==> config.mk <==
export PLATFORM = sky130hd
export DESIGN_NAME = dwp_top
export DESIGN_NICKNAME = d
export VERILOG_FILES = /design/src/pkg/dwp_pkg.sv /design/src/pkg/dwp_frame_if.sv /design/src/hw/dwp_sync.sv /design/src/hw/dwp_shifter.sv /design/src/hw/dwp_top.sv
export SDC_FILE = /design/constraint.sdc
export NUM_CORES = 1
export LEC_CHECK = 0
export BUFFER_PORTS_ARGS = -buffer_cell sky130_fd_sc_hd__buf_2
export CAP_MARGIN = 40
export CORE_ASPECT_RATIO = 1.2
export CORE_MARGIN = 1
export CORE_UTILIZATION = 45
export DETAILED_ROUTE_END_ITERATION = 8
export GPL_ROUTABILITY_DRIVEN = 0
export PLACE_DENSITY = 0.65
export RECOVER_POWER = 50
export SYNTH_ARGS = -nofsm -noshare
export SYNTH_HDL_FRONTEND = slang
export SYNTH_SLANG_ARGS = --single-unit
==> constraint.sdc <==
create_clock -name CLK -period 3.65 [get_ports CLK]
set_clock_uncertainty 0.15 [all_clocks]
set_input_delay 0.73 -clock CLK [delete_from_list [all_inputs] [get_ports CLK]]
set_output_delay 0.73 -clock CLK [all_outputs]
set_load 0.02 [all_outputs]
==> src/pkg/dwp_pkg.sv <==
// package with field layout, command codes and timing of the serial port
package dwp_pkg;
  // frame geometry
  localparam int          CODE_W       = 8;            // wiper code width, 256 taps
  localparam int          CNT_W        = 5;            // edge counter width
  localparam logic [4:0]  EDGES_LONG   = 5'h10;        // write or long copy frame
  localparam logic [4:0]  EDGES_SHORT  = 5'h08;        // short copy frame
  localparam logic [4:0]  EDGES_MAX    = 5'h1F;        // counter saturates here
  // header byte field positions
  localparam int          HDR_CMD_HI   = 5;            // command_bit_high
  localparam int          HDR_CMD_LO   = 4;            // command_bit_low
  localparam int          HDR_SEL_HI   = 1;            // select_bit_high
  localparam int          HDR_SEL_LO   = 0;            // select_bit_low
  // command codes
  localparam logic [1:0]  CMD_WR_WIPER = 2'h0;         // load wiper register
  localparam logic [1:0]  CMD_WR_STORE = 2'h1;         // load stored register
  localparam logic [1:0]  CMD_CP_STORE = 2'h2;         // wiper to stored copy
  localparam logic [1:0]  CMD_CP_WIPER = 2'h3;         // stored to wiper copy
  // select codes
  localparam logic [1:0]  SEL_NONE     = 2'h0;         // nothing addressed
  localparam logic [1:0]  SEL_BOTH     = 2'h3;         // both, copies only
  // reset values
  localparam logic [7:0]  FACTORY_CODE = 8'h80;        // midscale
  localparam logic [7:0]  ZERO_CODE    = 8'h00;        // wipers before recall
  localparam logic        CS_IDLE      = 1'h1;         // chip select released
  // timing
  localparam int          CLK_NS       = 100;          // 10 MHz system clock
  localparam int          RECALL_NS    = 5000;         // power-up transfer bound
  localparam int          RECALL_CYC   = RECALL_NS / CLK_NS;  // longest, rounds down
  localparam int          BUSY_MS      = 12;           // store_busy_time
  localparam int          BUSY_CYC     = (BUSY_MS * 1000000) / CLK_NS;
  localparam int          SYNC_STAGES  = 2;            // pin synchroniser depth
  // top level sequencing
  typedef enum logic {ST_RECALL, ST_RUN} dwp_state_type;
endpackage : dwp_pkg

==> src/pkg/dwp_frame_if.sv <==
// interface carrying a finished frame from the shifter to the decoder
interface dwp_frame_if;
  logic        valid;  // one-cycle pulse when chip select releases
  logic [15:0] bits;   // last sixteen bits shifted, newest in bit 0
  logic [4:0]  edges;  // clock edges counted in the frame, saturating
  modport src (output valid, output bits, output edges);
  modport dst (input valid, input bits, input edges);
endinterface : dwp_frame_if

==> src/hw/dwp_sync.sv <==
// two flip-flop synchroniser for the serial pins
module dwp_sync
  import dwp_pkg::*;
#(
  parameter int               WIDTH     = 3,
  parameter logic [WIDTH-1:0] RESET_VAL = '0
)(
  input  wire logic             clk,
  input  wire logic             rst,
  input  wire logic [WIDTH-1:0] async_in,
  output logic      [WIDTH-1:0] sync_out
);
  // refuse widths the logic cannot serve
  if (WIDTH < 1) begin : g_chk
    $error("dwp_sync width must be at least one");
  end

  logic [WIDTH-1:0] meta_q;  // first stage, read only by the second
  logic [WIDTH-1:0] meta_d;  // next first stage
  logic [WIDTH-1:0] safe_q;  // second stage
  logic [WIDTH-1:0] safe_d;  // next second stage

  // next values of both stages
  always_comb
  begin
    meta_d = async_in;
    safe_d = meta_q;
  end

  // register both stages
  always_ff @(posedge clk or posedge rst)
  begin
    if (rst)
    begin
      meta_q <= RESET_VAL;
      safe_q <= RESET_VAL;
    end
    else
    begin
      meta_q <= meta_d;
      safe_q <= safe_d;
    end
  end

  assign sync_out = safe_q;
endmodule : dwp_sync

==> src/hw/dwp_shifter.sv <==
// serial shifter: finds clock edges, shifts data, reports frames
module dwp_shifter
  import dwp_pkg::*;
(
  input  wire logic clk,
  input  wire logic rst,
  input  wire logic cs_n_s,   // synchronised chip select
  input  wire logic sclk_s,   // synchronised serial clock
  input  wire logic din_s,    // synchronised serial data
  dwp_frame_if.src  fr
);
  logic              sclk_prev_q, sclk_prev_d;  // clock level one sample ago
  logic              cs_prev_q, cs_prev_d;      // select level one sample ago
  logic [15:0]       shift_q, shift_d;          // shift register
  logic [CNT_W-1:0]  count_q, count_d;          // edges in this frame
  logic              valid_q, valid_d;          // frame pulse
  logic [15:0]       bits_q, bits_d;            // frame bits
  logic [CNT_W-1:0]  edges_q, edges_d;          // frame length
  logic              sclk_rise, cs_rise, cs_fall;

  // edge detection and shifting
  always_comb
  begin
    sclk_rise   = sclk_s & ~sclk_prev_q;
    cs_rise     = cs_n_s & ~cs_prev_q;
    cs_fall     = ~cs_n_s & cs_prev_q;
    sclk_prev_d = sclk_s;
    cs_prev_d   = cs_n_s;
    shift_d     = shift_q;
    count_d     = count_q;
    valid_d     = 1'b0;
    bits_d      = bits_q;
    edges_d     = edges_q;
    if (cs_fall)
    begin
      // new frame starts clean
      shift_d = '0;
      count_d = '0;
    end
    else if (!cs_prev_q && sclk_rise)
    begin
      // an edge seen with the release still counts, since hold may be zero
      shift_d = {shift_q[14:0], din_s};
      if (count_q != EDGES_MAX)
        count_d = count_q + CNT_W'(1);
    end
    if (cs_rise)
    begin
      // hand the frame over; input stays dead until the next fall
      valid_d = 1'b1;
      bits_d  = shift_d;
      edges_d = count_d;
    end
  end

  // register shifter state
  always_ff @(posedge clk or posedge rst)
  begin
    if (rst)
    begin
      sclk_prev_q <= 1'b0;
      cs_prev_q   <= CS_IDLE;
      shift_q     <= '0;
      count_q     <= '0;
      valid_q     <= 1'b0;
      bits_q      <= '0;
      edges_q     <= '0;
    end
    else
    begin
      sclk_prev_q <= sclk_prev_d;
      cs_prev_q   <= cs_prev_d;
      shift_q     <= shift_d;
      count_q     <= count_d;
      valid_q     <= valid_d;
      bits_q      <= bits_d;
      edges_q     <= edges_d;
    end
  end

  assign fr.valid = valid_q;
  assign fr.bits  = bits_q;
  assign fr.edges = edges_q;
endmodule : dwp_shifter

==> src/hw/dwp_top.sv <==
// dual wiper serial command port: pins in, wiper and stored codes out
module dwp_top
  import dwp_pkg::*;
#(
  parameter int BUSY_CYCLES = BUSY_CYC  // store busy span, shorten in simulation
)(
  input  wire logic              CLK,
  input  wire logic              RST,
  input  wire logic              CS_N,
  input  wire logic              SCLK,
  input  wire logic              DIN,
  output logic      [CODE_W-1:0] WIPER_TERMINAL_FIRST,
  output logic      [CODE_W-1:0] WIPER_TERMINAL_SECOND,
  output logic      [CODE_W-1:0] STORED_POSITION_A,
  output logic      [CODE_W-1:0] STORED_POSITION_B,
  output logic                   STORE_BUSY,
  output logic                   RECALL_DONE
);
  localparam int BUSY_W = $clog2(BUSY_CYCLES + 1);  // busy counter width
  localparam int RCL_W  = $clog2(RECALL_CYC + 1);   // recall counter width

  // refuse settings the counters cannot serve
  if (BUSY_CYCLES < 1 || RECALL_CYC < 1) begin : g_chk
    $error("dwp_top timing counts must be at least one cycle");
  end

  // select decode, shared by both potentiometers
  function automatic logic dwp_hits(input logic [1:0] sel, input logic pot_b);
    dwp_hits = pot_b ? sel[HDR_SEL_HI] : sel[HDR_SEL_LO];
  endfunction : dwp_hits

  logic [2:0]  pins_s;  // synchronised select, clock, data
  dwp_frame_if fr ();   // frame hand-over

  // every pin passes two flip-flops first
  dwp_sync #(
    .WIDTH     (3),
    .RESET_VAL ({CS_IDLE, 2'b00})
  ) u_sync (
    .clk      (CLK),
    .rst      (RST),
    .async_in ({CS_N, SCLK, DIN}),
    .sync_out (pins_s)
  );

  // shift register and frame detection
  dwp_shifter u_shift (
    .clk    (CLK),
    .rst    (RST),
    .cs_n_s (pins_s[2]),
    .sclk_s (pins_s[1]),
    .din_s  (pins_s[0]),
    .fr     (fr)
  );

  dwp_state_type       state_q, state_d;      // recall or running
  logic [RCL_W-1:0]    rcl_cnt_q, rcl_cnt_d;  // recall cycles spent
  logic [BUSY_W-1:0]   busy_cnt_q, busy_cnt_d;  // store cycles left
  logic [CODE_W-1:0]   wiper_a_q, wiper_a_d;  // wiper_position_a
  logic [CODE_W-1:0]   wiper_b_q, wiper_b_d;  // wiper_position_b
  logic [CODE_W-1:0]   store_a_q, store_a_d;  // stored_position_a
  logic [CODE_W-1:0]   store_b_q, store_b_d;  // stored_position_b
  logic                busy_q, busy_d;        // store in progress
  logic                done_q, done_d;        // recall finished
  logic [7:0]          hdr;                   // header byte
  logic [CODE_W-1:0]   code;                  // wiper_code field
  logic [1:0]          cmd;                   // command bits
  logic [1:0]          sel;                   // select bits
  logic                is_copy;               // copy command
  logic                len_ok;                // frame length fits command
  logic                accept;                // frame will execute
  logic                hit_a, hit_b;          // potentiometer addressed
  logic                store_go;              // stored register written

  // frame decode
  always_comb
  begin
    // long frames carry the header first, code last
    hdr     = (fr.edges == EDGES_LONG) ? fr.bits[15:8] : fr.bits[7:0];
    code    = fr.bits[CODE_W-1:0];
    cmd     = {hdr[HDR_CMD_HI], hdr[HDR_CMD_LO]};
    sel     = {hdr[HDR_SEL_HI], hdr[HDR_SEL_LO]};
    is_copy = cmd[1];
    // writes need sixteen edges, copies eight or sixteen
    if (is_copy)
      len_ok = (fr.edges == EDGES_SHORT) || (fr.edges == EDGES_LONG);
    else
      len_ok = (fr.edges == EDGES_LONG);
    // select 00 drops any frame, both only for copies
    accept  = fr.valid && (state_q == ST_RUN) && len_ok && (sel != SEL_NONE)
              && (is_copy || sel != SEL_BOTH);
    hit_a   = accept && dwp_hits(sel, 1'b0);
    hit_b   = accept && dwp_hits(sel, 1'b1);
  end

  // register updates, recall and busy tracking
  always_comb
  begin
    state_d    = state_q;
    rcl_cnt_d  = rcl_cnt_q;
    busy_cnt_d = busy_cnt_q;
    wiper_a_d  = wiper_a_q;
    wiper_b_d  = wiper_b_q;
    store_a_d  = store_a_q;
    store_b_d  = store_b_q;
    done_d     = done_q;
    store_go   = 1'b0;
    unique case (state_q)
      ST_RECALL:
      begin
        // stored codes move into the wipers while recall runs
        wiper_a_d = store_a_q;
        wiper_b_d = store_b_q;
        if (rcl_cnt_q == RCL_W'(RECALL_CYC - 1))
        begin
          state_d = ST_RUN;
          done_d  = 1'b1;
        end
        else
          rcl_cnt_d = rcl_cnt_q + RCL_W'(1);
      end
      ST_RUN:
      begin
        unique case (cmd)
          CMD_WR_WIPER:
          begin
            // full code is the tap, zero low end to all ones high end
            if (hit_a)
              wiper_a_d = code;
            if (hit_b)
              wiper_b_d = code;
          end
          CMD_WR_STORE:
          begin
            // wipers are left where they are
            if (hit_a)
              store_a_d = code;
            if (hit_b)
              store_b_d = code;
            store_go = hit_a || hit_b;
          end
          CMD_CP_STORE:
          begin
            if (hit_a)
              store_a_d = wiper_a_q;
            if (hit_b)
              store_b_d = wiper_b_q;
            store_go = hit_a || hit_b;
          end
          CMD_CP_WIPER:
          begin
            if (hit_a)
              wiper_a_d = store_a_q;
            if (hit_b)
              wiper_b_d = store_b_q;
          end
        endcase
      end
    endcase
    // a new store restarts the busy span
    if (store_go)
      busy_cnt_d = BUSY_W'(BUSY_CYCLES);
    else if (busy_cnt_q != '0)
      busy_cnt_d = busy_cnt_q - BUSY_W'(1);
    busy_d = (busy_cnt_d != '0);
  end

  // register everything; stored codes reset to midscale
  always_ff @(posedge CLK or posedge RST)
  begin
    if (RST)
    begin
      state_q    <= ST_RECALL;
      rcl_cnt_q  <= '0;
      busy_cnt_q <= '0;
      wiper_a_q  <= ZERO_CODE;
      wiper_b_q  <= ZERO_CODE;
      store_a_q  <= FACTORY_CODE;
      store_b_q  <= FACTORY_CODE;
      busy_q     <= 1'b0;
      done_q     <= 1'b0;
    end
    else
    begin
      state_q    <= state_d;
      rcl_cnt_q  <= rcl_cnt_d;
      busy_cnt_q <= busy_cnt_d;
      wiper_a_q  <= wiper_a_d;
      wiper_b_q  <= wiper_b_d;
      store_a_q  <= store_a_d;
      store_b_q  <= store_b_d;
      busy_q     <= busy_d;
      done_q     <= done_d;
    end
  end

  // outputs straight from flip-flops; no serial data path leaves the port
  assign WIPER_TERMINAL_FIRST  = wiper_a_q;
  assign WIPER_TERMINAL_SECOND = wiper_b_q;
  assign STORED_POSITION_A     = store_a_q;
  assign STORED_POSITION_B     = store_b_q;
  assign STORE_BUSY            = busy_q;
  assign RECALL_DONE           = done_q;
endmodule : dwp_top

=== Word-level counts from Yosys, hierarchy flattened ===
Cells that the tools add are included.

* $add $sub $neg: 3
* Muxes and demuxes: 26
* Bitwise logic cells: 8
* Reductions and logical operators: 23
* Equality and inequality tests: 17

{| class="wikitable"
|+ Operators with widths
! cell !! count
|-
| case mux 8 bit (2 select lines) || 6
|-
| 2-to-1 mux 8 bit || 6
|-
| 2-to-1 mux 17 bit || 2
|-
| nonzero test 17 bit || 2
|-
| 2-to-1 mux 16 bit || 2
|-
| subtractor 17 x 1 -> 17 bit, second input constant || 1
|-
| 2-to-1 mux 5 bit || 3
|-
| != test 3 bit, second input constant || 4
|-
| != test 2 bit, second input constant || 5
|-
| AND reduction 4 bit || 2
|-
| logical AND 1 bit || 7
|-
| adder 6 x 1 -> 6 bit, second input constant || 1
|-
| == test 6 bit, second input constant || 1
|-
| 2-to-1 mux 1 bit || 6
|-
| 2-to-1 mux 6 bit || 1
|-
| AND reduction 3 bit || 2
|-
| adder 5 x 1 -> 5 bit, second input constant || 1
|-
| == test 5 x 4 -> 1 bit, second input constant || 1
|-
| == test 5 bit, second input constant || 1
|-
| != test 5 bit, second input constant || 1
|-
| NOT 1 bit || 5
|-
| == test 2 bit, second input constant || 2
|-
| AND reduction 2 bit || 2
|-
| nonzero test 2 bit || 2
|-
| other kinds (7) || 11
|}

* Output and inout bits: 34
* Bits in registers: 107
* Input port bits: 5
* Word-level logic and storage cells: 95

=== Longest topological paths before layout ===
* Depth in word-level cells: 12
* Gate-level depth with buffers: 12
* Mapped depth without buffers: 9

=== Hierarchy ===
Synthesis repeated with hierarchy kept, for this count alone.

* Cell total of the unflattened synthesis: 482
* Area total of the unflattened synthesis: 5092.4 sq um

{| class="wikitable"
|+ By module, submodules not included
! module !! cells an instance !! times used !! sequential area each (sq um) !! area an instance (sq um)
|-
| dwp_top || 323 || 1 || 1453.9 || 3184.3
|-
| dwp_shifter || 152 || 1 || 1127.3 || 1751.7
|-
| dwp_sync || 7 || 1 || 152.6 || 156.4
|}

=== Worst setup path before layout ===
OpenSTA, ideal clock, no wires.

* Kind: register -> register
* Start: register busy_cnt_q[0]
* End: register busy_q, in the netlist STORE_BUSY
* Clock period less this slack: 2726 ps
* Data required time: 3361 ps
* Path slack: 924 ps
* Stages on the path, launching flop included: 10
* Buffers on the path: 1
* Setup time: 139 ps
* Data arrival time: 2437 ps
* Cells stage by stage: dfrtp_1 > inv_1 > ha_1 > or3b_1 > clkbuf_1 > or3_1 > nor3_1 > xnor2_1 > a31oi_1 > or4_1

* Word-level cells in the longest chain between the ends: 4
* Elaborated cells on any way between the ends: 5
* Classes of those cells: 1 x add/sub; 2 x mux; 2 x reduce/logical

{| class="wikitable"
|+ RTL lines
! item !! line !! text
|-
| start: declaration || dwp_top.sv:58 || <nowiki>logic [BUSY_W-1:0] busy_cnt_q, busy_cnt_d;</nowiki>
|-
| start signal: assignment || dwp_top.sv:187 || <nowiki>busy_cnt_q <= busy_cnt_d;</nowiki>
|-
| subtractor 17 x 1 -> 17 bit / nonzero test 17 bit (equally long branches) || dwp_top.sv:164, dwp_top.sv:163 ||
|-
| 2-to-1 mux 17 bit * || dwp_top.sv:163 || <nowiki>else if (busy_cnt_q != '0)</nowiki>
|-
| 2-to-1 mux 17 bit * || dwp_top.sv:161 || <nowiki>if (store_go)</nowiki>
|-
| nonzero test 17 bit * || dwp_top.sv:165 || <nowiki>busy_d = (busy_cnt_d != '0);</nowiki>
|-
| net busy_d || dwp_top.sv:63 || <nowiki>logic busy_q, busy_d;</nowiki>
|-
| end signal: assignment || dwp_top.sv:192 || <nowiki>busy_q <= busy_d;</nowiki>
|-
| end: declaration || dwp_top.sv:63 ||
|}

The timed path passes the listed nets; every way through them passes the cells marked *.
A chain may end at the register's enable or synchronous reset.

=== Worst setup path in the final report ===
Same ends and word-level chain as after synthesis.

==> Implementation_results.wiki <==
{| class="wikitable"
! Metric !! Value
|-
| Clk_lat worst skew || between 0.3 and 0.4 ns
|-
| Antenna violations before repair || 0
|-
| Post-CTS setup buffers || 0
|-
| Root Buffer || clkbuf_16
|-
| Antenna diodes || 0
|-
| Fraction of post-synthesis cell area in the top cell type by area || approximately half
|-
| Maximum number of buffers from clock root to sink || 2
|-
| Max-cap viol count || 1
|-
| Number of placed instances, taps included || 663
|-
| Cell taking the most area after synthesis || dfrtp_1
|-
| Most frequent standard cell in the layout excluding fill and tap cells || nand2_1
|-
| Congestion Overflow GR || 0
|-
| P&R area growth vs syn || 12.8%
|-
| Final setup viols || 0
|-
| Vias per cell || between 5 and 6
|-
| Sum of negative setup slack || 0 ns
|-
| CP Class || reg -> reg
|-
| Number of global-route vias before repair || roughly 3,300
|-
| HPWL reported at the end of detailed placement || 6540 um
|-
| Vertical die dimension || between 100 and 150 um
|-
| Fillers || 956
|-
| H-tree depth || 3
|-
| Setup slack of the most critical reg-to-reg path || ~0.74 ns
|-
| Number of enable-type register cells in the synthesized netlist || 0
|-
| Remaining max-slew budget at the tightest pin || -47.6%
|-
| Crit Reg-Reg Startpoint || busy_cnt_q[0]$_DFF_PP0_
|-
| Synth async-reset ratio || 100%
|-
| Yosys cell types || 50
|-
| Placeable core area || 10,500 um2
|-
| Cell area after technology mapping || about 4900 um2
|-
| Num CTS Buffers || 9
|-
| Failing checks || capacitance limit, slew limit
|-
| Number of instances in the synthesized netlist || 509
|-
| Net count after synthesis || ~520
|-
| Maximum number of pins on one net before global-route repair || between 60 and 70
|-
| Result of the run || finished, violations left
|-
| DRC violations left || 0
|-
| Net count of the finished layout || 558
|-
| Largest fanout on the critical path || 7
|-
| Startpoint type of the worst setup path || flop
|-
| Final Max Tran Viols || 61
|-
| Synth warn || 0
|-
| Die ar. || approximately 11,000 um2
|-
| Antenna Violating Nets Remaining || 0
|-
| Non-Filler Instances || around 680
|-
| WP data required || roughly 3.7 ns
|-
| All-layer global routing usage || 17.9%
|-
| Port-buffer cells || 38
|-
| Die Wd || 97.0 um
|-
| Clock sink total || roughly 100
|-
| TritonCTS clock tree || yes
|-
| Transition time of the tightest slew-check pin || around 2.2 ns
|-
| Most frequent cells in the layout || nand2_1, dfrtp_1, buf_2
|-
| Clock-pin slew of the registers on the worst-case setup and hold paths || 0.07 ns
|-
| Average cell area after synthesis || between 9 and 10 um2
|-
| Number of hold buffers added after CTS || 0
|-
| Setup repair after global routing missed its margin || false
|-
| Final number of hold-violating endpoints || 0
|-
| R2R depth || 8
|-
| Number of register bits inferred by synthesis || a little over 100
|-
| Worst slack, placed || just under 0.8 ns
|-
| 1st-iter DRT viols || approximately 110
|-
| Wire length of the first global-routing pass || 16,000 um
|-
| Num ports || 39
|-
| Hold EP || u_sync.sync_out[1]$_DFF_PP0_
|-
| Number of rows in the core area || between 40 and 50
|-
| Final worst-path cycle share || between 70% and 80%
|-
| Cell types occupying the most area after synthesis || dfrtp_1, nand2_1, mux2_2, dfstp_2, a21oi_1
|-
| Footprint of the flip-flops and latches || around 2600 um2
|-
| Initial standard-cell utilization of the core || between 40% and 50%
|-
| Min-Delay Startpoint || u_sync.meta_q[1]$_DFF_PP0_
|-
| CP endpoint kind || flop
|-
| FMAX || about 340 MHz
|-
| Cell depth of the worst min-delay path || 0
|-
| Routed vias || approximately 3,600
|-
| Leakage component of the power || around 3 nW
|-
| Worst setup slack after layout || roughly 0.74 ns
|-
| Area used by multi-input combinational logic || ~2200 um2
|-
| Power density cells || between 400 and 500 nW/um2
|-
| Share of the yosys chip area belonging to registers || between 50% and 60%
|-
| Final min period || ~2.9 ns
|-
| Reg2reg end || STORE_BUSY$_DFF_PP0_
|-
| Fraction of final layout cells sized beyond drive strength 1 || a little under a fifth
|-
| Worst-case vdd ir drop || around 270 uV
|-
| Worst hold path class || reg -> reg
|-
| Drt total wl || 9150 um
|-
| CP arrival || 2.97 ns
|-
| Flip-flop cell with the highest count after synthesis || dfrtp_1
|-
| Drt first pass iters || 4
|-
| Number of gates given a new drive strength after cts || 0
|-
| Post-detailed-route wirelength per cell || 13.5 um
|}
==> logic make-up after synthesis <==
group                    share of synthesized area [%]
AND/OR/NAND/NOR                                   23.7
multiplexers                                      9.06
XOR/XNOR                                          2.69
flip-flops                                        53.0
AO/OA/AOI/OAI                                     7.03
buffers and inverters                             2.46
adder cells (fa/ha/maj)                           2.05
==> state kept, by name, summed over array words and instances (netlist names) <==
name	flops
RECALL_DONE	1
STORED_POSITION_A	8
STORED_POSITION_B	8
STORE_BUSY	1
WIPER_TERMINAL_FIRST	8
WIPER_TERMINAL_SECOND	8
busy_cnt_q	17
rcl_cnt_q	6
state_q	1
u_shift.count_q	5
u_shift.cs_prev_q	1
u_shift.fr.bits	12
u_shift.fr.edges	5
u_shift.fr.valid	1
u_shift.sclk_prev_q	1
u_shift.shift_q	14
u_sync.meta_q	3
u_sync.sync_out	3
==> cell usage after synthesis (all sizes together), types with 2 or more instances <==
| cell | instances |
|---|---|
| a211oi | 7 |
| a21oi | 25 |
| and2 | 2 |
| and3 | 3 |
| buf | 3 |
| clkbuf | 17 |
| dfrtp | 98 |
| dfstp | 5 |
| ha | 8 |
| inv | 9 |
| mux2 | 33 |
| mux2i | 7 |
| nand2 | 165 |
| nand2b | 11 |
| nand3 | 8 |
| nand3b | 3 |
| nand4 | 3 |
| nor2 | 27 |
| nor2b | 6 |
| nor3 | 8 |
| nor4 | 4 |
| o211ai | 2 |
| o21a | 2 |
| o21ai | 9 |
| o21bai | 2 |
| o31ai | 2 |
| or2 | 2 |
| or3 | 7 |
| or4 | 3 |
| xnor2 | 10 |
| xor2 | 5 |
==> metal layers <==
| layer | track usage [%] | routed length [um] | share of wire, % | up-vias |
|---|---|---|---|---|
| met4 | 8.86 | 199 | 2.2 | 0 |
| met5 | 0 | 0 | 0 | - |
| met2 | 28.4 | 4290 | 47 | 58 |
| met1 | 23.8 | 4360 | 48 | 1703 |
| li1 | - | - | - | 1777 |
| met3 | 3.50 | 297 | 3.2 | 16 |
==> layout make-up <==
cell class / count / share of cell area, %
Clock buffer: 10 / 4.34
Clock inverter: 6 / 1.34
Inverter: 9 / 0.614
Multi-Input combinational cell: 377 / 39.5
Sequential cell: 103 / 47.0
Tap cell: 129 / 2.93
Timing Repair Buffer: 45 / 4.30
==> worst max-delay path by stage <==
stage / from / endpoint / depth (start not counted)
finish: busy_cnt_q[0]$_DFF_PP0_ / STORE_BUSY$_DFF_PP0_ / 8
global route: RST / busy_cnt_q[16]$_DFF_PP0_ / 3
CTS: busy_cnt_q[0]$_DFF_PP0_ / STORE_BUSY$_DFF_PP0_ / 8
detailed placement: busy_cnt_q[0]$_DFF_PP0_ / STORE_BUSY$_DFF_PP0_ / 8
global placement: busy_cnt_q[0]$_DFF_PP0_ / STORE_BUSY$_DFF_PP0_ / 8
floorplan: RST / RECALL_DONE$_DFFE_PP0P_ / 1
==> where the power goes <==
part,total [W],leakage [nW],switching [W],internal (W)
Combinational,0.0000637,1.38,0.0000489,0.0000148
Sequential,0.00117,1.39,0.0000122,0.00116
Clock,0.000991,0.148,0.000431,0.000559
Total,0.00222,2.92,0.000492,0.00173
==> per-stage QoR <==
stage | area [um2] | utilization, % | power (W) | hold slack, ns
final | 5500 | 52.3 | 0.00222 | 0.201
after global placement | 5200 | 49.4 | 0.00126 | 0.185
after floorplan | 4880 | - | 0.00124 | 0.181
after detailed placement | 5200 | 49.4 | 0.00126 | 0.189
after CTS | 5510 | 52.4 | 0.00226 | 0.205
after global routing | 5500 | 52.3 | 0.00232 | 0.217
==> critical path: stages, from the launching register on <==
cell and delay (ns):
dfrtp_1 0.44, inv_1 0.10, ha_1 0.23, or3b_1 0.46, or3_1 0.46, nor3_1 0.20
xnor2_1 0.16, a31oi_1 0.10, or4_1 0.47
Power figures use the tool's default switching activity.
